$ cat src/inc/wdit_pkg.sv
// constants, types and bus carrier shared by the watchdog/interval timer
//
// Functional notes
// - upper mode bit one selects watchdog
// - select codes give 2^11..2^17 clock periods
// - writing run one starts the count
// - every run write clears and restarts counter
// - watchdog overflow gives reset or nmi
// - watchdog runs in halt, stops in stop
// - detection may be 0.8% short
// - counting stops on subsystem cpu clock
// - mode 01 is repeating interval timer
// - interval mode starts on run write
// - interval overflow request is maskable
// - interval interrupt has highest maskable priority
// - interval runs in halt, stops in stop
// - after watchdog select, no interval mode
// - first interval may be 0.8% short
// - mode bits decode stop/interval/nmi/reset
// - run bit cannot be cleared by software
// - both mode bits are sticky
// - reset clears mode register to zero
package wdit_pkg;

    // ------------------------------------------------------------
    // register map
    // ------------------------------------------------------------
    localparam logic [15:0] WDIT_ADDR_MODE = 16'hfff9;  // wd_mode_reg
    localparam logic [15:0] WDIT_ADDR_CSEL = 16'hff42;  // wd_clock_select_reg
    localparam logic [15:0] WDIT_ADDR_IRQ  = 16'hff44;  // interval request flag and mask

    // ------------------------------------------------------------
    // field positions and reset values
    // ------------------------------------------------------------
    localparam int          WDIT_RUN_BIT   = 7;
    localparam int          WDIT_UPPER_BIT = 4;
    localparam int          WDIT_LOWER_BIT = 3;
    localparam int          WDIT_FLAG_BIT  = 0;
    localparam int          WDIT_MASK_BIT  = 1;
    localparam logic [7:0]  WDIT_MODE_RST  = 8'h00;
    localparam logic [2:0]  WDIT_CSEL_RST  = 3'h0;
    localparam logic        WDIT_MASK_RST  = 1'b1;

    // ------------------------------------------------------------
    // timing: prescaler taps give clk/2^4..2^10, counter adds 2^7
    // ------------------------------------------------------------
    localparam int          WDIT_PRE_W     = 10;
    localparam int          WDIT_CNT_W     = 7;
    localparam int          WDIT_TAP0      = 3;
    localparam int          WDIT_TAP_STEP  = 2;
    localparam int          WDIT_NTAPS     = 4;

    // highest fixed priority level among maskable sources
    localparam logic [1:0]  WDIT_PRIO_TOP  = 2'h3;

    // ------------------------------------------------------------
    // types
    // ------------------------------------------------------------
    typedef enum logic [1:0] {
        WDIT_STOPPED,
        WDIT_INTERVAL,
        WDIT_WD_NMI,
        WDIT_WD_RESET
    } wdit_mode_e;

    typedef struct packed {
        logic [15:0] addr;
        logic [7:0]  wdata;
        logic        wr;
        logic        rd;
    } wdit_bus_req_s;

endpackage

$ cat src/design/wdit_prescaler.sv
// prescaler counting only while run_en is high, with selectable tick tap for the timer counter
`timescale 1ns/1ps
module wdit_prescaler (
    // clock and reset
    input  wire logic       clk,
    input  wire logic       rst_n,
    // control
    input  wire logic       run_en,
    input  wire logic [2:0] csel,
    // tick towards the counter
    output logic            tick
);

    // ------------------------------------------------------------
    // prescaler
    // ------------------------------------------------------------
    logic [wdit_pkg::WDIT_PRE_W-1:0] pre_r;      // divider state
    logic [wdit_pkg::WDIT_NTAPS-1:0] carry;      // carry out of each tap
    logic                            tick_r;     // registered tick
    logic                            tick_nxt;   // next tick

    // one carry per selectable tap: all bits up to the tap are ones
    genvar g;
    generate
        for (g = 0; g < wdit_pkg::WDIT_NTAPS; g++) begin : g_tap
            assign carry[g] = &pre_r[wdit_pkg::WDIT_TAP0 + g*wdit_pkg::WDIT_TAP_STEP:0];
        end
    endgenerate

    // code bit 0 is ignored; odd codes are not legal anyway
    assign tick_nxt = run_en && carry[csel[2:1]];
    assign tick     = tick_r;

    // prescaler never clears on restart, so the first tick after a
    // restart may come early; that is the short-period slack
    always_ff @(posedge clk) begin
        if (!rst_n) begin
            pre_r  <= '0;
            tick_r <= 1'b0;
        end else begin
            if (run_en) begin
                pre_r <= pre_r + 1'b1;
            end
            tick_r <= tick_nxt;
        end
    end

endmodule

$ cat src/design/wdit_timer.sv
// watchdog / interval timer: mode registers, counter, overflow actions
`timescale 1ns/1ps
module wdit_timer #(
    parameter int CNT_W = wdit_pkg::WDIT_CNT_W  // ticks per period = 2^CNT_W
) (
    // clock and reset
    input  wire logic                    clk,
    input  wire logic                    rst_n,
    // register port
    input  wire wdit_pkg::wdit_bus_req_s bus_req,
    output logic [7:0]                   rd_data,
    // processor state
    input  wire logic                    stop_mode,
    input  wire logic                    cpu_on_subclock,
    // overflow actions
    output logic                         nmi_req,
    output logic                         sys_reset_req,
    output logic                         interval_irq_request,
    output logic [1:0]                   interval_irq_prio
);

    // ------------------------------------------------------------
    // register state
    // ------------------------------------------------------------
    logic             run_r;                 // run bit, sticky
    logic             upper_r;               // wd_mode_upper_bit, sticky
    logic             lower_r;               // wd_mode_lower_bit, sticky
    logic [2:0]       csel_r;                // wd_clock_select_reg field
    logic             irq_flag_r;            // interval request flag
    logic             irq_mask_r;            // interval_irq_mask
    logic [CNT_W-1:0] cnt_r;                 // period counter
    logic             nmi_r;                 // nmi pulse
    logic             sysrst_r;              // reset request pulse
    logic [7:0]       rdata_r;               // read data register

    // next values
    logic             run_nxt;
    logic             upper_nxt;
    logic             lower_nxt;
    logic             irq_flag_nxt;
    logic [CNT_W-1:0] cnt_nxt;
    logic [7:0]       rdata_nxt;

    // ------------------------------------------------------------
    // address decode
    // ------------------------------------------------------------
    wire        hit_mode = bus_req.addr == wdit_pkg::WDIT_ADDR_MODE;
    wire        hit_csel = bus_req.addr == wdit_pkg::WDIT_ADDR_CSEL;
    wire        hit_irq  = bus_req.addr == wdit_pkg::WDIT_ADDR_IRQ;

    // write strobes per register
    wire        wr_mode  = bus_req.wr && hit_mode;
    wire        wr_csel  = bus_req.wr && hit_csel;
    wire        wr_irq   = bus_req.wr && hit_irq;
    wire  [7:0] wdata    = bus_req.wdata;

    // a run write both starts and clears the counter
    wire        restart  = wr_mode && wdata[wdit_pkg::WDIT_RUN_BIT];

    // ------------------------------------------------------------
    // mode decode
    // ------------------------------------------------------------
    wdit_pkg::wdit_mode_e mode;

    // 00 stop, 01 interval, 10 nmi, 11 reset
    assign mode = upper_r ? (lower_r ? wdit_pkg::WDIT_WD_RESET : wdit_pkg::WDIT_WD_NMI)
                          : (lower_r ? wdit_pkg::WDIT_INTERVAL : wdit_pkg::WDIT_STOPPED);

    // ------------------------------------------------------------
    // count enable
    // ------------------------------------------------------------
    // halt does not appear here: the timer simply keeps running while
    // the core is halted; only stop and the subsystem cpu clock freeze it
    wire count_en = run_r && (mode != wdit_pkg::WDIT_STOPPED)
                    && !stop_mode
                    && !cpu_on_subclock;

    // registered tick from the prescaler
    wire tick;

    // prescaler and tick selection
    wdit_prescaler u_pre (
        .clk    (clk),
        .rst_n  (rst_n),
        .run_en (count_en),
        .csel   (csel_r),
        .tick   (tick)
    );

    // ------------------------------------------------------------
    // counter and overflow
    // ------------------------------------------------------------
    // a restart in the same cycle as the last tick wins: no overflow
    wire cnt_full = &cnt_r;
    wire ovf      = tick && cnt_full && !restart;

    // counter wraps on overflow in every mode, so the interval timer
    // repeats without software help
    assign cnt_nxt = restart ? '0 :
                     tick    ? cnt_r + 1'b1 : cnt_r;

    // overflow action per mode
    wire nmi_nxt    = ovf && (mode == wdit_pkg::WDIT_WD_NMI);
    wire sysrst_nxt = ovf && (mode == wdit_pkg::WDIT_WD_RESET);
    wire irq_set    = ovf && (mode == wdit_pkg::WDIT_INTERVAL);

    // ------------------------------------------------------------
    // sticky mode bits
    // ------------------------------------------------------------
    // writes of zero never clear run or the mode bits
    assign run_nxt   = run_r   | restart;
    assign upper_nxt = upper_r | (wr_mode && wdata[wdit_pkg::WDIT_UPPER_BIT]);

    // the lower bit may still be set after the upper one: that moves the
    // watchdog from nmi to reset but can never reach interval mode,
    // since the upper bit stays one until reset
    assign lower_nxt = lower_r | (wr_mode && wdata[wdit_pkg::WDIT_LOWER_BIT]);

    // ------------------------------------------------------------
    // interval request flag
    // ------------------------------------------------------------
    // software clears by writing zero to the flag bit; an overflow in the
    // same cycle wins over the clear so no interval is lost
    wire irq_clr = wr_irq && !wdata[wdit_pkg::WDIT_FLAG_BIT];
    assign irq_flag_nxt = irq_set | (irq_flag_r & ~irq_clr);

    // ------------------------------------------------------------
    // read mux
    // ------------------------------------------------------------
    // read images; unused bits read zero
    wire [7:0] mode_rd = {run_r, 2'h0, upper_r, lower_r, 3'h0};
    wire [7:0] csel_rd = {5'h00, csel_r};
    wire [7:0] irq_rd  = {6'h00, irq_mask_r, irq_flag_r};

    // unmapped addresses and idle cycles read as zero
    assign rdata_nxt = !bus_req.rd ? 8'h00   :
                       hit_mode    ? mode_rd :
                       hit_csel    ? csel_rd :
                       hit_irq     ? irq_rd  : 8'h00;

    // ------------------------------------------------------------
    // outputs
    // ------------------------------------------------------------
    assign rd_data              = rdata_r;

    // action pulses straight from flops
    assign nmi_req              = nmi_r;
    assign sys_reset_req        = sysrst_r;
    // maskable request towards the interrupt controller
    assign interval_irq_request = irq_flag_r && !irq_mask_r;
    // fixed top level, no software can lower it
    assign interval_irq_prio    = wdit_pkg::WDIT_PRIO_TOP;

    // ------------------------------------------------------------
    // mode register, cleared by reset
    // ------------------------------------------------------------
    always_ff @(posedge clk) begin
        if (!rst_n) begin
            // mode register back to zero, timer idle
            run_r   <= wdit_pkg::WDIT_MODE_RST[wdit_pkg::WDIT_RUN_BIT];
            upper_r <= wdit_pkg::WDIT_MODE_RST[wdit_pkg::WDIT_UPPER_BIT];
            lower_r <= wdit_pkg::WDIT_MODE_RST[wdit_pkg::WDIT_LOWER_BIT];
        end else begin
            // bits only ever gain ones here
            run_r   <= run_nxt;
            upper_r <= upper_nxt;
            lower_r <= lower_nxt;
        end
    end

    // ------------------------------------------------------------
    // clock select and interrupt control registers
    // ------------------------------------------------------------
    always_ff @(posedge clk) begin
        if (!rst_n) begin
            // select 000, request masked
            csel_r     <= wdit_pkg::WDIT_CSEL_RST;
            irq_mask_r <= wdit_pkg::WDIT_MASK_RST;
            irq_flag_r <= 1'b0;
        end else begin
            // software writes, then flag update
            if (wr_csel) begin
                csel_r <= wdata[2:0];
            end
            if (wr_irq) begin
                irq_mask_r <= wdata[wdit_pkg::WDIT_MASK_BIT];
            end
            irq_flag_r <= irq_flag_nxt;
        end
    end

    // ------------------------------------------------------------
    // counter, action pulses, read data
    // ------------------------------------------------------------
    always_ff @(posedge clk) begin
        if (!rst_n) begin
            // counter idle, no pulses
            cnt_r    <= '0;
            nmi_r    <= 1'b0;
            sysrst_r <= 1'b0;
            rdata_r  <= 8'h00;
        end else begin
            // everything steps every clock
            cnt_r    <= cnt_nxt;
            nmi_r    <= nmi_nxt;
            sysrst_r <= sysrst_nxt;
            rdata_r  <= rdata_nxt;
        end
    end
endmodule

$ cat config.mk
export PLATFORM = sky130hd
export DESIGN_NAME = wdit_timer
export DESIGN_NICKNAME = d
export VERILOG_FILES = /design/src/inc/wdit_pkg.sv /design/src/design/wdit_prescaler.sv /design/src/design/wdit_timer.sv
export SDC_FILE = /design/constraint.sdc
export NUM_CORES = 1
export LEC_CHECK = 0
export ABC_AREA = 1
export BUFFER_PORTS_ARGS = -buffer_cell sky130_fd_sc_hd__buf_2
export CORE_ASPECT_RATIO = 1.25
export CORE_MARGIN = 2
export CORE_UTILIZATION = 52
export DETAILED_ROUTE_END_ITERATION = 16
export GPL_ROUTABILITY_DRIVEN = 0
export GPL_TIMING_DRIVEN = 0
export MAX_ROUTING_LAYER = met4
export PLACE_DENSITY = 0.8
export SLEW_MARGIN = 20
export SYNTH_ARGS = -nofsm -noshare
export SYNTH_HDL_FRONTEND = slang
export SYNTH_SLANG_ARGS = --single-unit
$ cat constraint.sdc
create_clock -name clk -period 1.4 [get_ports clk]
set_input_delay 0.35 -clock clk [delete_from_list [all_inputs] [get_ports clk]]
set_output_delay 0.35 -clock clk [all_outputs]
set_load 0.02 [all_outputs]
### Word level (Yosys, flattened, before mapping)

Index checks and enable logic that the tools add are counted.

* register bits: 36
* bits of input ports: 30
* output and inout bits: 13
* word-level logic and storage cells: 71

* add/sub/neg operators: 2
* $lt $le $gt $ge: 1
* eq/ne operators: 6
* multiplexer cells: 8
* bitwise operators: 8
* reductions and logical operators: 32

Operators by type and width (count)
* == test 16 bit, second input constant: 3
* logical AND 1 bit: 17
* adder 10 x 1 -> 10 bit, second input constant: 1
* AND reduction 10 bit: 1
* two-way mux 8 bit: 1
* AND reduction 8 bit: 1
* adder 7 x 1 -> 7 bit, second input constant: 1
* AND reduction 7 bit: 1
* AND reduction 6 bit: 1
* zero test 1 bit: 5
* == test 2 bit, second input constant: 2
* two-way mux 2 bit: 2
* OR 1 bit: 4
* AND reduction 4 bit: 1
* OR reduction 4 bit: 1
* less-than comparator 2 x 3 -> 1 bit, second input constant: 1
* two-way mux 1 bit: 3
* two-way mux 3 bit: 1
* NOT 1 bit: 3
* OR reduction 3 bit: 1
* binary-select mux 1 bit (select 2 bit): 1
* == test 2 x 1 -> 1 bit, second input constant: 1
* AND reduction 2 bit: 1
* nonzero test 2 bit: 1
* 2 further kinds: 2

### Depth between registers and ports, before layout

* word-level depth: 7
* mapped depth: 11

### Cells and area by module

A second synthesis with hierarchy kept.

* cell total of the unflattened synthesis: 231
* area, all modules: 1645.3 um2

Modules (own cells, without submodules)
* wdit_timer: instances 1, cells an instance 155, area an instance 1111.1 um2, sequential area each 460.4 um2
* wdit_prescaler: instances 1, cells an instance 76, area an instance 534.3 um2, sequential area each 220.2 um2

### Least setup slack after synthesis

OpenSTA, ideal clock, no wires.

* kind: register to register
* from: reg u_pre.pre_r[0] (netlist name)
* to: reg u_pre.tick_r (netlist: u_pre.tick)
* library setup time: 73 ps
* data arrival time: 1168 ps
* setup slack: 159 ps
* stages on the path, launching flop included: 7
* clock period less this slack: 1241 ps
* cells stage by stage: dfxtp_1 > ha_1 > nand3_2 > nor2_2 > nand3_1 > o21ai_0 > nor3b_2

* longest elaborated chain between the ends: 4
* elaborated cells between the ends (all ways): 7
* those cells by class: mux: 2; reduce/logical: 5

Ends and longest elaborated chain
* start: declaration: RTL line wdit_prescaler.sv:17 `logic [wdit_pkg::WDIT_PRE_W-1:0] pre_r;`
* start signal: assignment: RTL line wdit_prescaler.sv:42 `pre_r <= pre_r + 1'b1;`
* AND reduction 10 bit (tied with other cells): RTL line wdit_prescaler.sv:26 `assign carry[g] = &pre_r[wdit_pkg::WDIT_TAP0 + g*wdit_pkg::WDIT_TAP_STEP:0];`
* binary-select mux 1 bit (select 2 bit) (*): RTL line wdit_prescaler.sv:31 `assign tick_nxt = run_en && carry[csel[2:1]];`
* two-way mux 1 bit (implied by the code) (*): RTL line wdit_prescaler.sv:31
* logical AND 1 bit (*): RTL line wdit_prescaler.sv:31
* end signal: assignment: RTL line wdit_prescaler.sv:44 `tick_r <= tick_nxt;`
* end: declaration: RTL line wdit_prescaler.sv:19 `logic tick_r;`

Every way passes the cells marked *; elsewhere a longest branch is shown, timed or not. The select of a mux whose other input is x is not followed.
A chain may end at the register's enable or synchronous reset.

### Worst setup path after layout

Same ends and word-level chain as after synthesis.

==> out/metrics.csv <==
metric,value,unit
synthMuxAreaShare,0.5882,%
min_period,1.322,ns
dp.cells,312,
p_comb_share,5.4,%
dp.final_hpwl,2632,um
synth_top_area_share,40.00,%
nets,314,
min_period_over_period,94.42,%
portBuffers,36,
initial_core_util,53.75,%
slowest_delay,0.40,ns
drv_cap,0,
status,"finished, final reports clean",
clk_latency,0.29,ns
cellLeakagePower,0.8762,nW
dieArea,0.003749,sq mm
stdcell_area,0.002118,sq mm
clockBufferDepth,2,
synth_compound_area_share,8.088,%
ctsHoldBuffers,0,
instances_no_fill,320,
critPathCaptureType,flop,
cts.sinks,34,
antenna_found_initial,0,
grt_overflow_total,0,
drt-initial-drc-count,23,
fin_worst_skew,0.006026,ns
drt-total-wl,3439,um
areaGrowthSynthToFinish,24.49,%
critPathBufInv,0,
num-fill-cells,280,
ys_seq_elements,34,
power_density,1023,mW/mm^2
yosysWarnings,0,
hp-class,in -> reg,
arrival,1.54,ns
reg2reg_depth,6,
p_total,2.166,mW
whs_path_depth,3,
first_pass_iters,4,
netlist_area,0.001702,sq mm
synthXorXnorAreaFrac,3.088,%
viasPerCell,4.866,
p_seq_share,44.6,%
synth_area_leaders,"dfxtp_1 40%, nand2_1 12%, inv_1 6.2%",
cts_max_level,2,
syn_avg_cell_area,7.180,sq um
worstSetupStartpointType,flop,
crit_cells,6,
grt_pass1_vias,1396,
placed_area,0.001936,sq mm
yosys.area_share.simple,36.40,%
crit_path_top_delay_cell,dfxtp_2,
cellInternalPower,1.727,mW
synth-adder-area-share,1.471,%
switchingPower,0.4386,mW
cts_tree,built,
p_clk_share,50.0,%
antennaDiodeCount,0,
rows,23,
max_freq,0.7565,GHz
whs,0.2829,ns
vias,1557,
path_class,reg -> reg,
drive_gt1_share,28.62,%
grt_usage,20.58,%
slew_viol_final,0,
cpLargestDelayFamily,simple AND/OR/NAND/NOR gates,
synth_top_family_by_area,simple AND/OR/NAND/NOR gates,
setup_violations,0,
post_cts_buffers,0,
numCtsBuffers,5,
wl_per_cell,10.75,um
core_area,0.003166,sq mm
synth_cells,237,
hold_violations,0,
ir_drop,0.9489,mV
drc,0,
path_max_fanout,6,
ctsRootBufferMaster,clkbuf_8,
ant_nets,0,
yosysSeqAreaShare,40.00,%
grt_pass1_wl,5485,um
die_y,67.96,um
design.portCount,43,
die_x,55.17,um
synth_area_leader_cell,dfxtp_1,
sw_frac_of_total,20.25,%
path_clk_slew,0.07,ns
crit_chain,ha_4 > nand3_4 > nor2_4 > nand3_1 > o21ai_0 > nor3b_2,
grt_max_degree,13,
synth_cell_type_count,31,
crit_required,1.62,ns
-- timing repair --
action,CTS,global route
setup endpoints to repair,2,5
gates resized for setup,1,7
pin swaps,0,1
cloned,0,0
-- worst paths after layout --
check,from,to,slack (ns)
setup / recovery,u_pre.pre_r[0]$_SDFFE_PN0P_,u_pre.tick$_SDFF_PN0_,0.08
hold / removal,bus_req[6],upper_r$_SDFF_PN0_,0.28
setup reg to reg,u_pre.pre_r[0]$_SDFFE_PN0P_,u_pre.tick$_SDFF_PN0_,0.08
hold reg to reg,irq_mask_r$_SDFFE_PN1P_,irq_mask_r$_SDFFE_PN1P_,0.50
-- routing by layer --
layer,global-route usage (%),share of wire [%]
met1,20.87,41
met2,36.16,51
met3,7.205,5.9
met4,6.707,1.5
met5,-,0
-- state kept, by name, summed over array words and instances, names as in the netlist --
signal and count:
upper_r 1, csel_r 3, irq_mask_r 1, u_pre.pre_r 10, rd_data 6, run_r 1
nmi_req 1, sys_reset_req 1, cnt_r 7, lower_r 1, u_pre.tick 1, irq_flag_r 1
-- stage by stage --
| step | TNS, ns | utilization, % | worst slack [ns] |
|---|---|---|---|
| after floorplan | 0 | - | 0.1587 |
| after global placement | -0.003709 | 61.15 | -0.003709 |
| after detailed placement | -0.04266 | 61.15 | -0.03402 |
| after global routing | -0.01171 | 66.92 | -0.006719 |
| final | 0 | 66.92 | 0.07816 |
| after CTS | 0 | 65.53 | 0.01504 |
-- power by group through the flow --
stage | clock network, mW | registers [mW] | logic [mW]
2_1_floorplan | 0 | 0.989 | 0.0588
3_3_place_gp | 0 | 0.989 | 0.113
3_5_place_dp | 0 | 0.989 | 0.115
4_1_cts | 1.10 | 0.966 | 0.116
5_1_grt | 1.15 | 0.966 | 0.132
6_report | 1.08 | 0.966 | 0.117
-- cell type report --
type | count | area (sq um) | share of cell area (%)
multi-input cells | 165 | 903.4 | 42.65
clock inverters | 3 | 68.82 | 3.249
repair buffers | 36 | 180.2 | 8.506
clock buffers | 5 | 68.82 | 3.249
well taps | 37 | 46.29 | 2.185
inverters | 34 | 127.6 | 6.025
plain buffers | 6 | 41.29 | 1.949
flip-flops and latches | 34 | 681.9 | 32.19
-- kinds of logic after synthesis --
family,Yosys count
and+or+nand+nor,127
xor gates and xnor gates,6
muxes,1
other,2
AOI/OAI and AO/OA,25
buffers and inverters,40
DFF,34
adders and majority gates,2
-- cells in the mapped netlist --
| master | instances |
|---|---|
| nand3_4 | 1 |
| o211ai_1 | 1 |
| clkinv_1 | 1 |
| xor2_1 | 2 |
| a21oi_1 | 14 |
| o21ai_0 | 5 |
| nand2_2 | 5 |
| mux2i_1 | 1 |
| o21ai_2 | 1 |
| and3_1 | 1 |
| clkbuf_1 | 1 |
| xnor2_1 | 4 |
| a21oi_2 | 1 |
| a31oi_1 | 2 |
| o21ai_1 | 1 |
| nand3_2 | 2 |
| nor3b_2 | 1 |
| buf_4 | 5 |
| nand4_1 | 2 |
| nand2_1 | 53 |
| nor2_1 | 27 |
| nor2_4 | 4 |
| nor3_2 | 2 |
| nor2_2 | 7 |
| inv_1 | 28 |
| nor3_1 | 7 |
| conb_1 | 2 |
| dfxtp_1 | 34 |
| inv_2 | 5 |
| nand3_1 | 15 |
| ha_1 | 2 |
-- worst reg2reg max path, cell delays in order (launching register included) --
cell and delay, ns:
dfxtp_2 0.40, ha_4 0.18, nand3_4 0.11, nor2_4 0.15
nand3_1 0.10, o21ai_0 0.14, nor3b_2 0.17
-- layout by cell type (no fill, tap or decap), types with 4 or more instances in the layout --
cell type,count
a21oi_1,14
buf_2,36
buf_4,5
clkbuf_8,5
conb_1,4
dfxtp_1,33
inv_1,28
inv_2,5
nand2_1,53
nand2_2,5
nand3_1,15
nor2_1,27
nor2_2,6
nor2_4,5
nor3_1,6
o21ai_0,5
xnor2_1,4
Note: power is estimated with default switching activity, not from simulation.
